**src/rbs_pkg.sv**
```systemverilog
// package for the reset, boot-mode and address decode sequencer
package rbs_pkg;

   // sampling windows and delays, in master clock cycles, and the counter width in bits
   localparam int BOOT_WIN_CYC = 10;
   localparam int TRI_WIN_CYC = 80;
   localparam int FETCH_DELAY_CYC = 80;
   localparam int SYNC_STAGES = 2;
   localparam int WDT_HOLD_CYC = 4;
   localparam int CNT_W = 7;

   // register byte offsets
   localparam logic [3:0] CTRL_OFS = 4'h0;
   localparam logic [3:0] STATUS_OFS = 4'h4;
   localparam logic [3:0] IO_OE_OFS = 4'h8;
   localparam logic [3:0] CHIP_ID_OFS = 4'hc;

   // control bits
   localparam int CTRL_REMAP_BIT = 0;
   localparam int CTRL_WPROT_BIT = 1;
   localparam int CTRL_CLK_OUT_IO_BIT = 2;

   // status bits
   localparam int ST_BOOT_BIT = 0;
   localparam int ST_TRI_BIT = 1;
   localparam int ST_WDT_CAUSE_BIT = 2;
   localparam int ST_WDET_BIT = 3;
   localparam int ST_FETCH_BIT = 4;

   // arbitrary identifier value
   localparam logic [31:0] CHIP_ID_VAL = 32'h5a5a_0001;

   // memory map
   localparam logic [31:0] INT_MEM_TOP = 32'h003f_ffff;
   localparam logic [31:0] PERIPH_BASE = 32'hffc0_0000;
   localparam logic [31:0] PRI_SRAM_SIZE = 32'h0000_2000;
   localparam logic [31:0] PRI_SRAM_ALT_BASE = 32'h0030_0000;
   localparam logic [31:0] EXT_SRAM_BASE = 32'h0010_0000;
   localparam logic [31:0] EXT_SRAM_SIZE = 32'h0002_0000;

   localparam logic [1:0] SIZE_BYTE = 2'h0;
   localparam logic [1:0] SIZE_HALF = 2'h1;

   typedef enum logic [2:0] {
      REG_NONE, REG_PRI_SRAM, REG_EXT_SRAM, REG_EXT_BUS_CS0, REG_EXT_BUS, REG_PERIPH,
      REG_INT_UNDEF
   } rbs_region_t;

   typedef struct packed {
      logic valid;
      logic write;
      rbs_region_t region;
      logic [3:0] byte_en;
   } rbs_dec_t;

   typedef struct packed {
      logic [31:0] addr;
      logic req;
      logic we;
      logic [1:0] size;
   } rbs_core_req_t;

endpackage

```
**src/rbs_sequencer.sv**
```systemverilog
// reset, boot-mode, tri-state sequencer with address decoder and wishbone registers
// How it works
// RL1: external reset acts asynchronously; its release is synchronised to the clock.
// RL2: board keeps the clock running ten cycles before reset rises.
// RL3: first instruction fetch comes eighty cycles after external reset rises.
// RL4: any reset restores register defaults; core restarts fetching at address zero.
// RL5: watchdog reset acts like external reset but leaves both strap modes untouched.
// RL6: external reset wins over a simultaneous watchdog reset.
// RL7: tri-state select low for last eighty cycles disables every output driver.
// RL8: board holds tri-state select high during reset for normal operation.
// RL9: tri-state pin is shared with io line 21 and serial transmit after reset.
// RL10: boot-select level over the last ten cycles before release picks boot memory.
// RL11: boot-select one boots from the internal extended SRAM.
// RL12: boot-select zero boots from external memory on chip select zero.
// RL13: after reset the boot-select pin is general io line 24.
// RL14: clock output copies the master clock until the io controller takes it.
// RL15: after reset all peripheral io pins are inputs.
// RL16: decode lowest 4 MB internal, highest 4 MB peripherals, middle external bus.
// RL17: all regions use little-endian byte ordering.
// RL18: primary 8 KB SRAM sits at address zero after the remap command.
// RL19: primary SRAM completes byte, half-word and word access in one cycle.
// RL20: 128 KB extended SRAM starts at 0x0010_0000.
// RL21: writes to the extended SRAM are detected while protection is on.
// RL22: identification read returns a non-standard chip identifier.
// RL23: remap, once set, is cleared only by an internal or external reset.
// RL24: strap modes latch at reset release and hold until next external reset.
`timescale 1ns/100ps
`default_nettype none
module rbs_sequencer (
   input wire logic CLK,
   input wire logic RESETN,
   input wire logic WDT_RESET,
   input wire logic BOOT_SELECT,
   input wire logic TRISTATE_SELECT_N,
   input wire rbs_pkg::rbs_core_req_t CORE_REQ,
   input wire logic WB_CYC_I,
   input wire logic WB_STB_I,
   input wire logic WB_WE_I,
   input wire logic [3:0] WB_ADR_I,
   input wire logic [3:0] WB_SEL_I,
   input wire logic [31:0] WB_DAT_I,
   output logic WB_ACK_O,
   output logic [31:0] WB_DAT_O,
   output logic PERIPH_RESET_N,
   output logic CORE_FETCH_EN,
   output logic BOOT_FROM_EXT_SRAM,
   output logic TRISTATE_MODE,
   output logic OUTPUT_DRIVERS_EN,
   output logic CLK_OUT_IS_CLOCK,
   output logic STRAP_PINS_GPIO,
   output logic [31:0] IO_OUT_EN,
   output rbs_pkg::rbs_dec_t DEC,
   output logic WRITE_DETECT
);
   import rbs_pkg::*;

   typedef struct packed {
      logic [SYNC_STAGES-1:0] sync;
      logic rel_prev;
      logic [CNT_W-1:0] wdt_cnt;
      logic [CNT_W-1:0] fetch_cnt;
      logic periph_rst_n;
      logic fetch_en;
      logic boot_mode;
      logic tri_mode;
      logic wdt_cause;
      logic remap;
      logic wprot;
      logic clk_out_io;
      logic wdet;
      logic [31:0] io_oe;
      logic ack;
      logic [31:0] rdata;
      rbs_dec_t dec;
      logic drv_en;
      logic clk_out_run;
      logic [31:0] io_out;
   } rbs_state_t;

   // state while the reset pin is low; drivers on and clock pin running
   localparam rbs_state_t ST_RESET = '{
      sync: '0,
      rel_prev: 1'b0,
      wdt_cnt: '0,
      fetch_cnt: '0,
      periph_rst_n: 1'b0,
      fetch_en: 1'b0,
      boot_mode: 1'b0,
      tri_mode: 1'b0,
      wdt_cause: 1'b0,
      remap: 1'b0,
      wprot: 1'b0,
      clk_out_io: 1'b0,
      wdet: 1'b0,
      io_oe: '0,
      ack: 1'b0,
      rdata: '0,
      dec: '{
         valid: 1'b0,
         write: 1'b0,
         region: REG_NONE,
         byte_en: 4'h0
      },
      drv_en: 1'b1,
      clk_out_run: 1'b1,
      io_out: '0
   };

   typedef struct packed {
      logic [CNT_W-1:0] boot_hi_cnt;
      logic [CNT_W-1:0] tri_lo_cnt;
      logic boot_cap;
      logic tri_cap;
   } rbs_hist_t;

   rbs_state_t st_reg;
   rbs_state_t st_next;
   rbs_hist_t hist_reg;
   rbs_hist_t hist_next;

   logic ext_released;
   logic int_rst;
   logic wb_req;
   logic [31:0] wmask;
   logic [31:0] a;

   assign ext_released = st_reg.sync[SYNC_STAGES-1];
   assign int_rst = !ext_released || (st_reg.wdt_cnt != '0);
   assign wb_req = WB_CYC_I && WB_STB_I && !st_reg.ack;
   assign a = CORE_REQ.addr;

   generate
      for (genvar i = 0; i < 4; i++) begin : g_mask
         assign wmask[8*i +: 8] = {8{WB_SEL_I[i]}};
      end
   endgenerate

   // strap pin history; runs on every clock, also while reset is held
   always_comb begin
      hist_next = hist_reg;
      if (BOOT_SELECT) begin
         if (hist_reg.boot_hi_cnt != CNT_W'(BOOT_WIN_CYC)) begin
            hist_next.boot_hi_cnt = hist_reg.boot_hi_cnt + 1'b1; // RL10
         end
      end else begin
         hist_next.boot_hi_cnt = '0;
      end
      if (!TRISTATE_SELECT_N) begin
         if (hist_reg.tri_lo_cnt != CNT_W'(TRI_WIN_CYC)) begin
            hist_next.tri_lo_cnt = hist_reg.tri_lo_cnt + 1'b1; // RL7
         end
      end else begin
         hist_next.tri_lo_cnt = '0;
      end
      // verdict frozen at the last edge with the reset pin low; pins carry io after
      if (!RESETN) begin
         hist_next.boot_cap = (hist_next.boot_hi_cnt == CNT_W'(BOOT_WIN_CYC)); // RL10
         hist_next.tri_cap = (hist_next.tri_lo_cnt == CNT_W'(TRI_WIN_CYC)); // RL7
      end
   end

   always_ff @(posedge CLK) begin
      hist_reg <= hist_next;
   end

   always_comb begin
      st_next = st_reg;
      st_next.sync = {st_reg.sync[SYNC_STAGES-2:0], 1'b1}; // RL1
      st_next.rel_prev = ext_released;
      // latch straps only on external release, never on watchdog
      if (ext_released && !st_reg.rel_prev) begin
         st_next.boot_mode = hist_reg.boot_cap; // RL10 RL24
         st_next.tri_mode = hist_reg.tri_cap; // RL7 RL24
         st_next.wdt_cause = 1'b0;
      end
      // watchdog reset hold
      if (st_reg.wdt_cnt != '0) begin
         st_next.wdt_cnt = st_reg.wdt_cnt - 1'b1;
      end
      if (WDT_RESET && ext_released) begin
         st_next.wdt_cnt = CNT_W'(WDT_HOLD_CYC); // RL5 RL6
         st_next.wdt_cause = 1'b1;
      end
      st_next.periph_rst_n = !int_rst;
      // fetch delay counted from reset release
      if (int_rst) begin
         st_next.fetch_cnt = '0;
         st_next.fetch_en = 1'b0;
      end else if (st_reg.fetch_cnt != CNT_W'(FETCH_DELAY_CYC - SYNC_STAGES - 1)) begin
         st_next.fetch_cnt = st_reg.fetch_cnt + 1'b1;
      end else begin
         st_next.fetch_en = 1'b1; // RL3
      end
      // wishbone slave, one wait state, ack for one cycle
      st_next.ack = wb_req;
      st_next.rdata = '0;
      if (wb_req && !WB_WE_I) begin
         unique case (WB_ADR_I)
            CTRL_OFS: begin
               st_next.rdata[CTRL_REMAP_BIT] = st_reg.remap;
               st_next.rdata[CTRL_WPROT_BIT] = st_reg.wprot;
               st_next.rdata[CTRL_CLK_OUT_IO_BIT] = st_reg.clk_out_io;
            end
            STATUS_OFS: begin
               st_next.rdata[ST_BOOT_BIT] = st_reg.boot_mode;
               st_next.rdata[ST_TRI_BIT] = st_reg.tri_mode;
               st_next.rdata[ST_WDT_CAUSE_BIT] = st_reg.wdt_cause;
               st_next.rdata[ST_WDET_BIT] = st_reg.wdet;
               st_next.rdata[ST_FETCH_BIT] = st_reg.fetch_en;
            end
            IO_OE_OFS: st_next.rdata = st_reg.io_oe;
            CHIP_ID_OFS: st_next.rdata = CHIP_ID_VAL; // RL22
            default: st_next.rdata = '0;
         endcase
      end
      if (wb_req && WB_WE_I) begin
         unique case (WB_ADR_I)
            CTRL_OFS: begin
               if (WB_SEL_I[0]) begin
                  // remap can only be set by software
                  st_next.remap = st_reg.remap | WB_DAT_I[CTRL_REMAP_BIT]; // RL23
                  st_next.wprot = WB_DAT_I[CTRL_WPROT_BIT];
                  st_next.clk_out_io = WB_DAT_I[CTRL_CLK_OUT_IO_BIT]; // RL14
               end
            end
            STATUS_OFS: begin
               if (WB_SEL_I[0] && WB_DAT_I[ST_WDET_BIT]) begin
                  st_next.wdet = 1'b0;
               end
            end
            IO_OE_OFS: st_next.io_oe = (st_reg.io_oe & ~wmask) | (WB_DAT_I & wmask);
            default: st_next.io_oe = st_reg.io_oe;
         endcase
      end
      // address decode, registered one cycle
      st_next.dec.valid = CORE_REQ.req && st_reg.fetch_en;
      st_next.dec.write = CORE_REQ.we;
      if (a <= INT_MEM_TOP) begin // RL16
         if (a < PRI_SRAM_SIZE) begin
            if (st_reg.remap) begin
               st_next.dec.region = REG_PRI_SRAM; // RL18
            end else if (st_reg.boot_mode) begin
               st_next.dec.region = REG_EXT_SRAM; // RL11
            end else begin
               st_next.dec.region = REG_EXT_BUS_CS0; // RL12
            end
         end else if (a >= EXT_SRAM_BASE && a < EXT_SRAM_BASE + EXT_SRAM_SIZE) begin
            st_next.dec.region = REG_EXT_SRAM; // RL20
         end else if (a >= PRI_SRAM_ALT_BASE && a < PRI_SRAM_ALT_BASE + PRI_SRAM_SIZE) begin
            st_next.dec.region = REG_PRI_SRAM;
         end else begin
            st_next.dec.region = REG_INT_UNDEF;
         end
      end else if (a >= PERIPH_BASE) begin
         st_next.dec.region = REG_PERIPH;
      end else begin
         st_next.dec.region = REG_EXT_BUS;
      end
      // little-endian lane select, all sizes in one cycle
      unique case (CORE_REQ.size)
         SIZE_BYTE: st_next.dec.byte_en = 4'h1 << a[1:0]; // RL17 RL19
         SIZE_HALF: st_next.dec.byte_en = a[1] ? 4'hc : 4'h3; // RL17 RL19
         default: st_next.dec.byte_en = 4'hf;
      endcase
      if (!st_next.dec.valid) begin
         st_next.dec.region = REG_NONE;
      end
      // write detection; a new hit wins over a clear
      if (st_next.dec.valid && CORE_REQ.we && st_reg.wprot &&
          st_next.dec.region == REG_EXT_SRAM) begin
         st_next.wdet = 1'b1; // RL21
      end
      // any reset restores register defaults
      if (int_rst) begin
         st_next.remap = 1'b0; // RL4 RL23
         st_next.wprot = 1'b0;
         st_next.clk_out_io = 1'b0;
         st_next.wdet = 1'b0;
         st_next.io_oe = '0; // RL15
         st_next.ack = 1'b0;
         st_next.dec.valid = 1'b0;
         st_next.dec.region = REG_NONE;
      end
      // pad controls follow the next state so every output leaves a flip-flop
      st_next.drv_en = !st_next.tri_mode; // RL7
      st_next.clk_out_run = !st_next.clk_out_io; // RL14
      st_next.io_out = st_next.tri_mode ? '0 : st_next.io_oe; // RL7 RL15
   end

   always_ff @(posedge CLK or negedge RESETN) begin
      if (!RESETN) begin
         st_reg <= ST_RESET; // RL1 RL6
      end else begin
         st_reg <= st_next;
      end
   end

   assign WB_ACK_O = st_reg.ack;
   assign WB_DAT_O = st_reg.rdata;
   assign PERIPH_RESET_N = st_reg.periph_rst_n;
   assign CORE_FETCH_EN = st_reg.fetch_en;
   assign BOOT_FROM_EXT_SRAM = st_reg.boot_mode;
   assign TRISTATE_MODE = st_reg.tri_mode;
   assign OUTPUT_DRIVERS_EN = st_reg.drv_en; // RL7
   assign CLK_OUT_IS_CLOCK = st_reg.clk_out_run; // RL14
   assign STRAP_PINS_GPIO = st_reg.periph_rst_n; // RL9 RL13
   assign IO_OUT_EN = st_reg.io_out; // RL7 RL15
   assign DEC = st_reg.dec;
   assign WRITE_DETECT = st_reg.wdet;

endmodule // rbs_sequencer
`default_nettype wire

```
**config.mk**
```make
export PLATFORM = sky130hd
export DESIGN_NAME = rbs_sequencer
export DESIGN_NICKNAME = d
export VERILOG_FILES = /design/src/rbs_pkg.sv /design/src/rbs_sequencer.sv
export SDC_FILE = /design/constraint.sdc
export NUM_CORES = 1
export LEC_CHECK = 0
export ABC_CLOCK_PERIOD_IN_PS = 2740
export BUFFER_PORTS_ARGS = -buffer_cell sky130_fd_sc_hd__buf_4
export CORE_ASPECT_RATIO = 0.5
export CORE_UTILIZATION = 57
export DETAILED_ROUTE_END_ITERATION = 8
export PLACE_DENSITY = 0.9
export SLEW_MARGIN = 20
export SYNTH_ARGS = -nofsm -noshare
export SYNTH_HDL_FRONTEND = slang
export SYNTH_SLANG_ARGS = --single-unit
```
**constraint.sdc**
```tcl
create_clock -name CLK -period 2.74 [get_ports CLK]
set_clock_uncertainty 0.15 [all_clocks]
set_input_delay 0.137 -clock CLK [delete_from_list [all_inputs] [get_ports CLK]]
set_output_delay 0.137 -clock CLK [all_outputs]
set_load 0.03 [all_outputs]
```
=== Yosys cells after proc, flatten, opt, wreduce, memory -nomap -nowiden ===
Index checks and enable logic that the tools add are counted.
W data, S select, Z words.

* Register bits after elaboration: 150
* Input bits: 84
* Output and inout bits: 82
* Logic and storage cells: 127

* Add/sub/neg operators: 4
* $lt $le $gt $ge: 7
* Eq/ne operators: 11
* Shift-type cells: 1
* Muxes and demuxes: 37
* Bitwise operators: 5
* Reduce and logical (&&, ||, !) cells: 35

{| class="wikitable"
|+ Operator list
! operator !! number
|-
| $mux W32 || 3
|-
| $and A32 B32 Y32 || 2
|-
| $mux W7 || 8
|-
| $pmux W27 S2 || 1
|-
| $mux W37 || 1
|-
| $mux W36 || 1
|-
| $ge A32 B21 Y1 const B || 1
|-
| $ge A32 B22 Y1 const B || 1
|-
| $ge A32 B32 Y1 const B || 1
|-
| $le A32 B22 Y1 const B || 1
|-
| $lt A32 B14 Y1 const B || 1
|-
| $lt A32 B21 Y1 const B || 1
|-
| $lt A32 B22 Y1 const B || 1
|-
| $not A32 Y32 || 1
|-
| $or A32 B32 Y32 || 1
|-
| $mux W3 || 8
|-
| $add A7 B1 Y7 const B || 3
|-
| $ne A7 B7 Y1 const B || 2
|-
| $logic_and A1 B1 Y1 || 13
|-
| $pmux W3 S4 || 1
|-
| $reduce_bool A2 Y1 || 6
|-
| $mux W1 || 9
|-
| $reduce_bool A3 Y1 || 3
|-
| $eq A4 B4 Y1 const B || 2
|-
| 20 further kinds || 28
|}

=== Depth between registers and ports, before layout ===
* Depth after elaboration: 12
* Depth in mapped cells: 9
* Gate-level depth less buffers: 8

=== Worst setup path before layout ===
No wires, ideal clock.

* Path type: reg2reg
* From: register st_reg (netlist bit WB_ACK_O)
* To: register st_reg (netlist bit WB_DAT_O[13])
* Setup time: 0.066 ns
* Arrival: 1.728 ns
* Required time: 2.524 ns
* Path slack: 0.797 ns
* Stages on the path, launching flop included: 7
* Buffers on the path: 2
* Clock period less this slack: 1.943 ns
* Cell sequence: dfrtp_1 > nand3b_1 > or4_1 > buf_2 > nor2b_4 > clkbuf_2 > and2_1

{| class="wikitable"
|+ RTL lines
! item !! RTL line !! RTL
|-
| from (decl) || rbs_sequencer.sv:116 || <nowiki>rbs_state_t st_reg;</nowiki>
|-
| from (signal assigned) || rbs_sequencer.sv:294 || <nowiki>st_reg <= st_next;</nowiki>
|}

==> key figures <==
Status
  – Status: finished, violations left
  – Failing checks: design-rule violations

Clock network
  – TritonCTS clock tree: done
  – Insertion delay of the later-clocked pin in the worst-skew pair: 420 ps
  – Max clock buf depth: 2
  – Inserted Clock Buffers: 17
  – Sinks on the clock net: 150
  – Clock tree root driver cell: sky130_fd_sc_hd__clkbuf_16
  – Number of buffers inserted by post-CTS setup repair: 0
  – H-tree levels: 4
  – Clk slew on worst S/H paths: 70 ps

Drt
  – Average wire per cell in the routed design: 19.4 um
  – Final ANT Viol Nets: 0
  – Initial DRT Pass Iterations: 7
  – Via/cell ratio: 5.63
  – Remaining design rule violation count: 8
  – Detailed Route Iter0 Violations: 486
  – Final WL: 17100 um
  – Vias after detailed routing: 4955

Synth
  – Most area-hungry cell type in the Yosys netlist: sky130_fd_sc_hd__dfrtp_1
  – Post-Syn Area per Cell: 10.9 um2
  – Synth area leaders: sky130_fd_sc_hd__dfrtp_1, sky130_fd_sc_hd__buf_4, sky130_fd_sc_hd__nor2_1
  – Net count of the mapped netlist: 680
  – Number of synthesized flops with an enable pin: 2
  – Yosys top cell area share: 51.4%
  – Proportion of synthesized chip area in sequential cells: 57.5%
  – Mapped cell area: 0.00643 mm2
  – Cell variety after synth: 55
  – Predominant post-synthesis flop cell: sky130_fd_sc_hd__dfrtp_1
  – Count of yosys warnings during synthesis: 0
  – Async set or reset register ratio after synthesis: 89.3%
  – Gate count after technology mapping: 589
  – Number of register bits inferred by synthesis: 150

Timing
  – Period utilisation layout: 93.3%
  – Number of setup violations in the final report: 0
  – Minimum clock period: 2560 ps
  – Unrepaired setup endpoints after global routing: false
  – Transition time of the tightest slew-check pin: 730 ps
  – Max-slew violation count: 0
  – Sum of negative setup slack: 0 ps
  – Final critical-path setup slack: 184 ps
  – Hold Vio Cnt, Final: 0
  – Achievable frequency: 0.391 GHz
  – Worst-case headroom to the max-slew limit: 51.3%

Worst setup path
  – CP required: 2860 ps
  – Maximum fanout along the worst path: 8
  – Path depth of the worst reg2reg path: 5
  – Critical path class: register to register
  – Kind of end point of the critical path: register
  – Startpoint of the most critical setup path: WB_ACK_O
  – Arrival time at the worst endpoint: 2680 ps
  – End of the worst register-to-register path: st_reg[76]
  – Startpoint of the worst-slack reg-to-reg timing path: WB_ACK_O
  – Reg2Reg Setup Slack: 180 ps
  – Critical path startpoint category: register

Finish
  – Most common cell after layout, fill and taps aside: sky130_fd_sc_hd__buf_4
  – Count of filler cells inserted in the layout: 602
  – Number of diodes added for antenna fixing: 0
  – Combined flip-flop and latch cell area: 0.00370 mm2
  – Max reg flops: 51
  – Synthesis-to-layout area growth: 28.4%
  – Multi-input gate area in the final layout: 0.00202 mm2
  – Number of nets in the finished design: 819
  – Fraction of layout cells with a size suffix above 1: 27.0%
  – Commonest non-fill, non-tap cells in the layout: sky130_fd_sc_hd__buf_4, sky130_fd_sc_hd__dfrtp_1, sky130_fd_sc_hd__nor2_1

Floorplanning
  – Effective utilization at floorplan: 60.8%
  – Number of top-level design ports: 166
  – Floorplan die area: 0.0117 mm2
  – Y dimension of the die: 77.1 um
  – Count of standard-cell rows: 26
  – Die outline width: 152 um
  – Placeable Area: 0.0106 mm2

Power and ir drop
  – Leakage dissipation: 4.12 nW
  – Final total power: 5.26 mW
  – Max VDD drop: 551 uV
  – Power density cells: 638 mW/mm2

Placed design
  – Pre-CTS setup slack: 410 ps
  – Final weighted congestion in routability-driven placement: 0.888
  – Estimated wirelength of the detail-placed design: 9070 um
  – Port buffer count: 154

Global routing
  – First-pass GRT wire length: 27300 um
  – Leftover overflow at the end of global routing: 0
  – Via count of the first global-routing pass: 5189
  – Pin count of the biggest net entering global routing: 126
  – Number of antenna violations at the first check in global routing: 0
  – Total Routing Usage GR: 30.9%

Worst hold path
  – Hold Crit Class: input port to register
  – Capture endpoint of the worst hold path: WRITE_DETECT
  – Cell count of the worst hold path: 5
  – Startpoint of the tightest hold check path: WB_ADR_I[1]

Job
  – Max-cap violations: 0
-- critical path, stage by stage (launching register included) --
cell and delay, ps:
sky130_fd_sc_hd__dfrtp_1 390, sky130_fd_sc_hd__nand3b_1 270, sky130_fd_sc_hd__nor4_2 580, sky130_fd_sc_hd__nand2_1 490, sky130_fd_sc_hd__mux2i_1 410, sky130_fd_sc_hd__nor2_1 110
-- synthesized netlist by cell type (10+ instances only) --
cell type and n:
sky130_fd_sc_hd__mux2i_1 38, sky130_fd_sc_hd__o21ai_0 11, sky130_fd_sc_hd__a21oi_1 16, sky130_fd_sc_hd__buf_4 74, sky130_fd_sc_hd__xnor2_1 15, sky130_fd_sc_hd__and2_1 24
sky130_fd_sc_hd__dfxtp_1 14, sky130_fd_sc_hd__nand2_1 18, sky130_fd_sc_hd__nor2_1 117, sky130_fd_sc_hd__nand3_1 10, sky130_fd_sc_hd__dfrtp_1 132, sky130_fd_sc_hd__inv_1 17
-- power by group --
group	switching (mW)	total [mW]	internal, mW
sequential	0.0639	2.35	2.29
combinational	0.361	0.637	0.276
clock	1.00	2.27	1.27
total	1.43	5.26	3.83
-- stage by stage --
step | hold WS (ps) | utilization [%] | area [um2] | cells
after floorplan | -309 | - | 6430 | 589
after global placement | -197 | 67.6 | 7150 | 795
after detailed placement | -194 | 67.6 | 7150 | 795
after CTS | 1.39 | 78.1 | 8250 | 880
after global routing | 48.8 | 78.1 | 8250 | 880
final | 21.3 | 78.1 | 8250 | 880
-- metal layers --
| layer | up-vias | part of all wire [%] | GRT usage, % |
|---|---|---|---|
| met5 | - | 0 | 0 |
| met4 | 0 | 5.6 | 20.8 |
| met3 | 85 | 6.4 | 7.52 |
| met2 | 269 | 50 | 52.1 |
| met1 | 2450 | 38 | 35.5 |
| li1 | 2151 | - | - |
-- cell families (layout without fill, tap and decap cells) --
kind of cell | count (synthesis) | after routing | synth area share, %
muxes | 38 | 38 | 5.92
buffers and inverters | 108 | 259 | 11.1
adders and majority gates | 7 | 7 | 1.36
xor gates and xnor gates | 19 | 19 | 2.59
AOI/OAI and AO/OA | 45 | 45 | 4.34
and+or+nand+nor | 221 | 221 | 17.2
DFF | 150 | 150 | 57.5
other | 1 | 1 | 0.0583
-- worst max path at each step --
| stage | end | slack [ps] | depth (start not counted) |
|---|---|---|---|
| after floorplan | WB_DAT_O[13] | 800 | 6 |
| after global placement | IO_OUT_EN[0] | 460 | 5 |
| after detailed placement | IO_OUT_EN[5] | 410 | 5 |
| after CTS | st_reg[81] | 320 | 5 |
| after global routing | st_reg[76] | 70 | 5 |
| final | st_reg[76] | 180 | 5 |
-- layout make-up --
class	count	share of cell area, %
clock buffers	17	5.15
clock inverters	14	1.70
inverters	18	0.834
multi-input cells	331	24.5
flip-flops and latches	150	44.8
well taps	140	2.12
repair buffers	210	20.9
-- what timing repair did --
item                      in CTS  in global routing
resized for setup              0                  0
hold buffers                  54                  0
hold endpoints to repair     242                  0
Power figures use the tool's default switching activity.
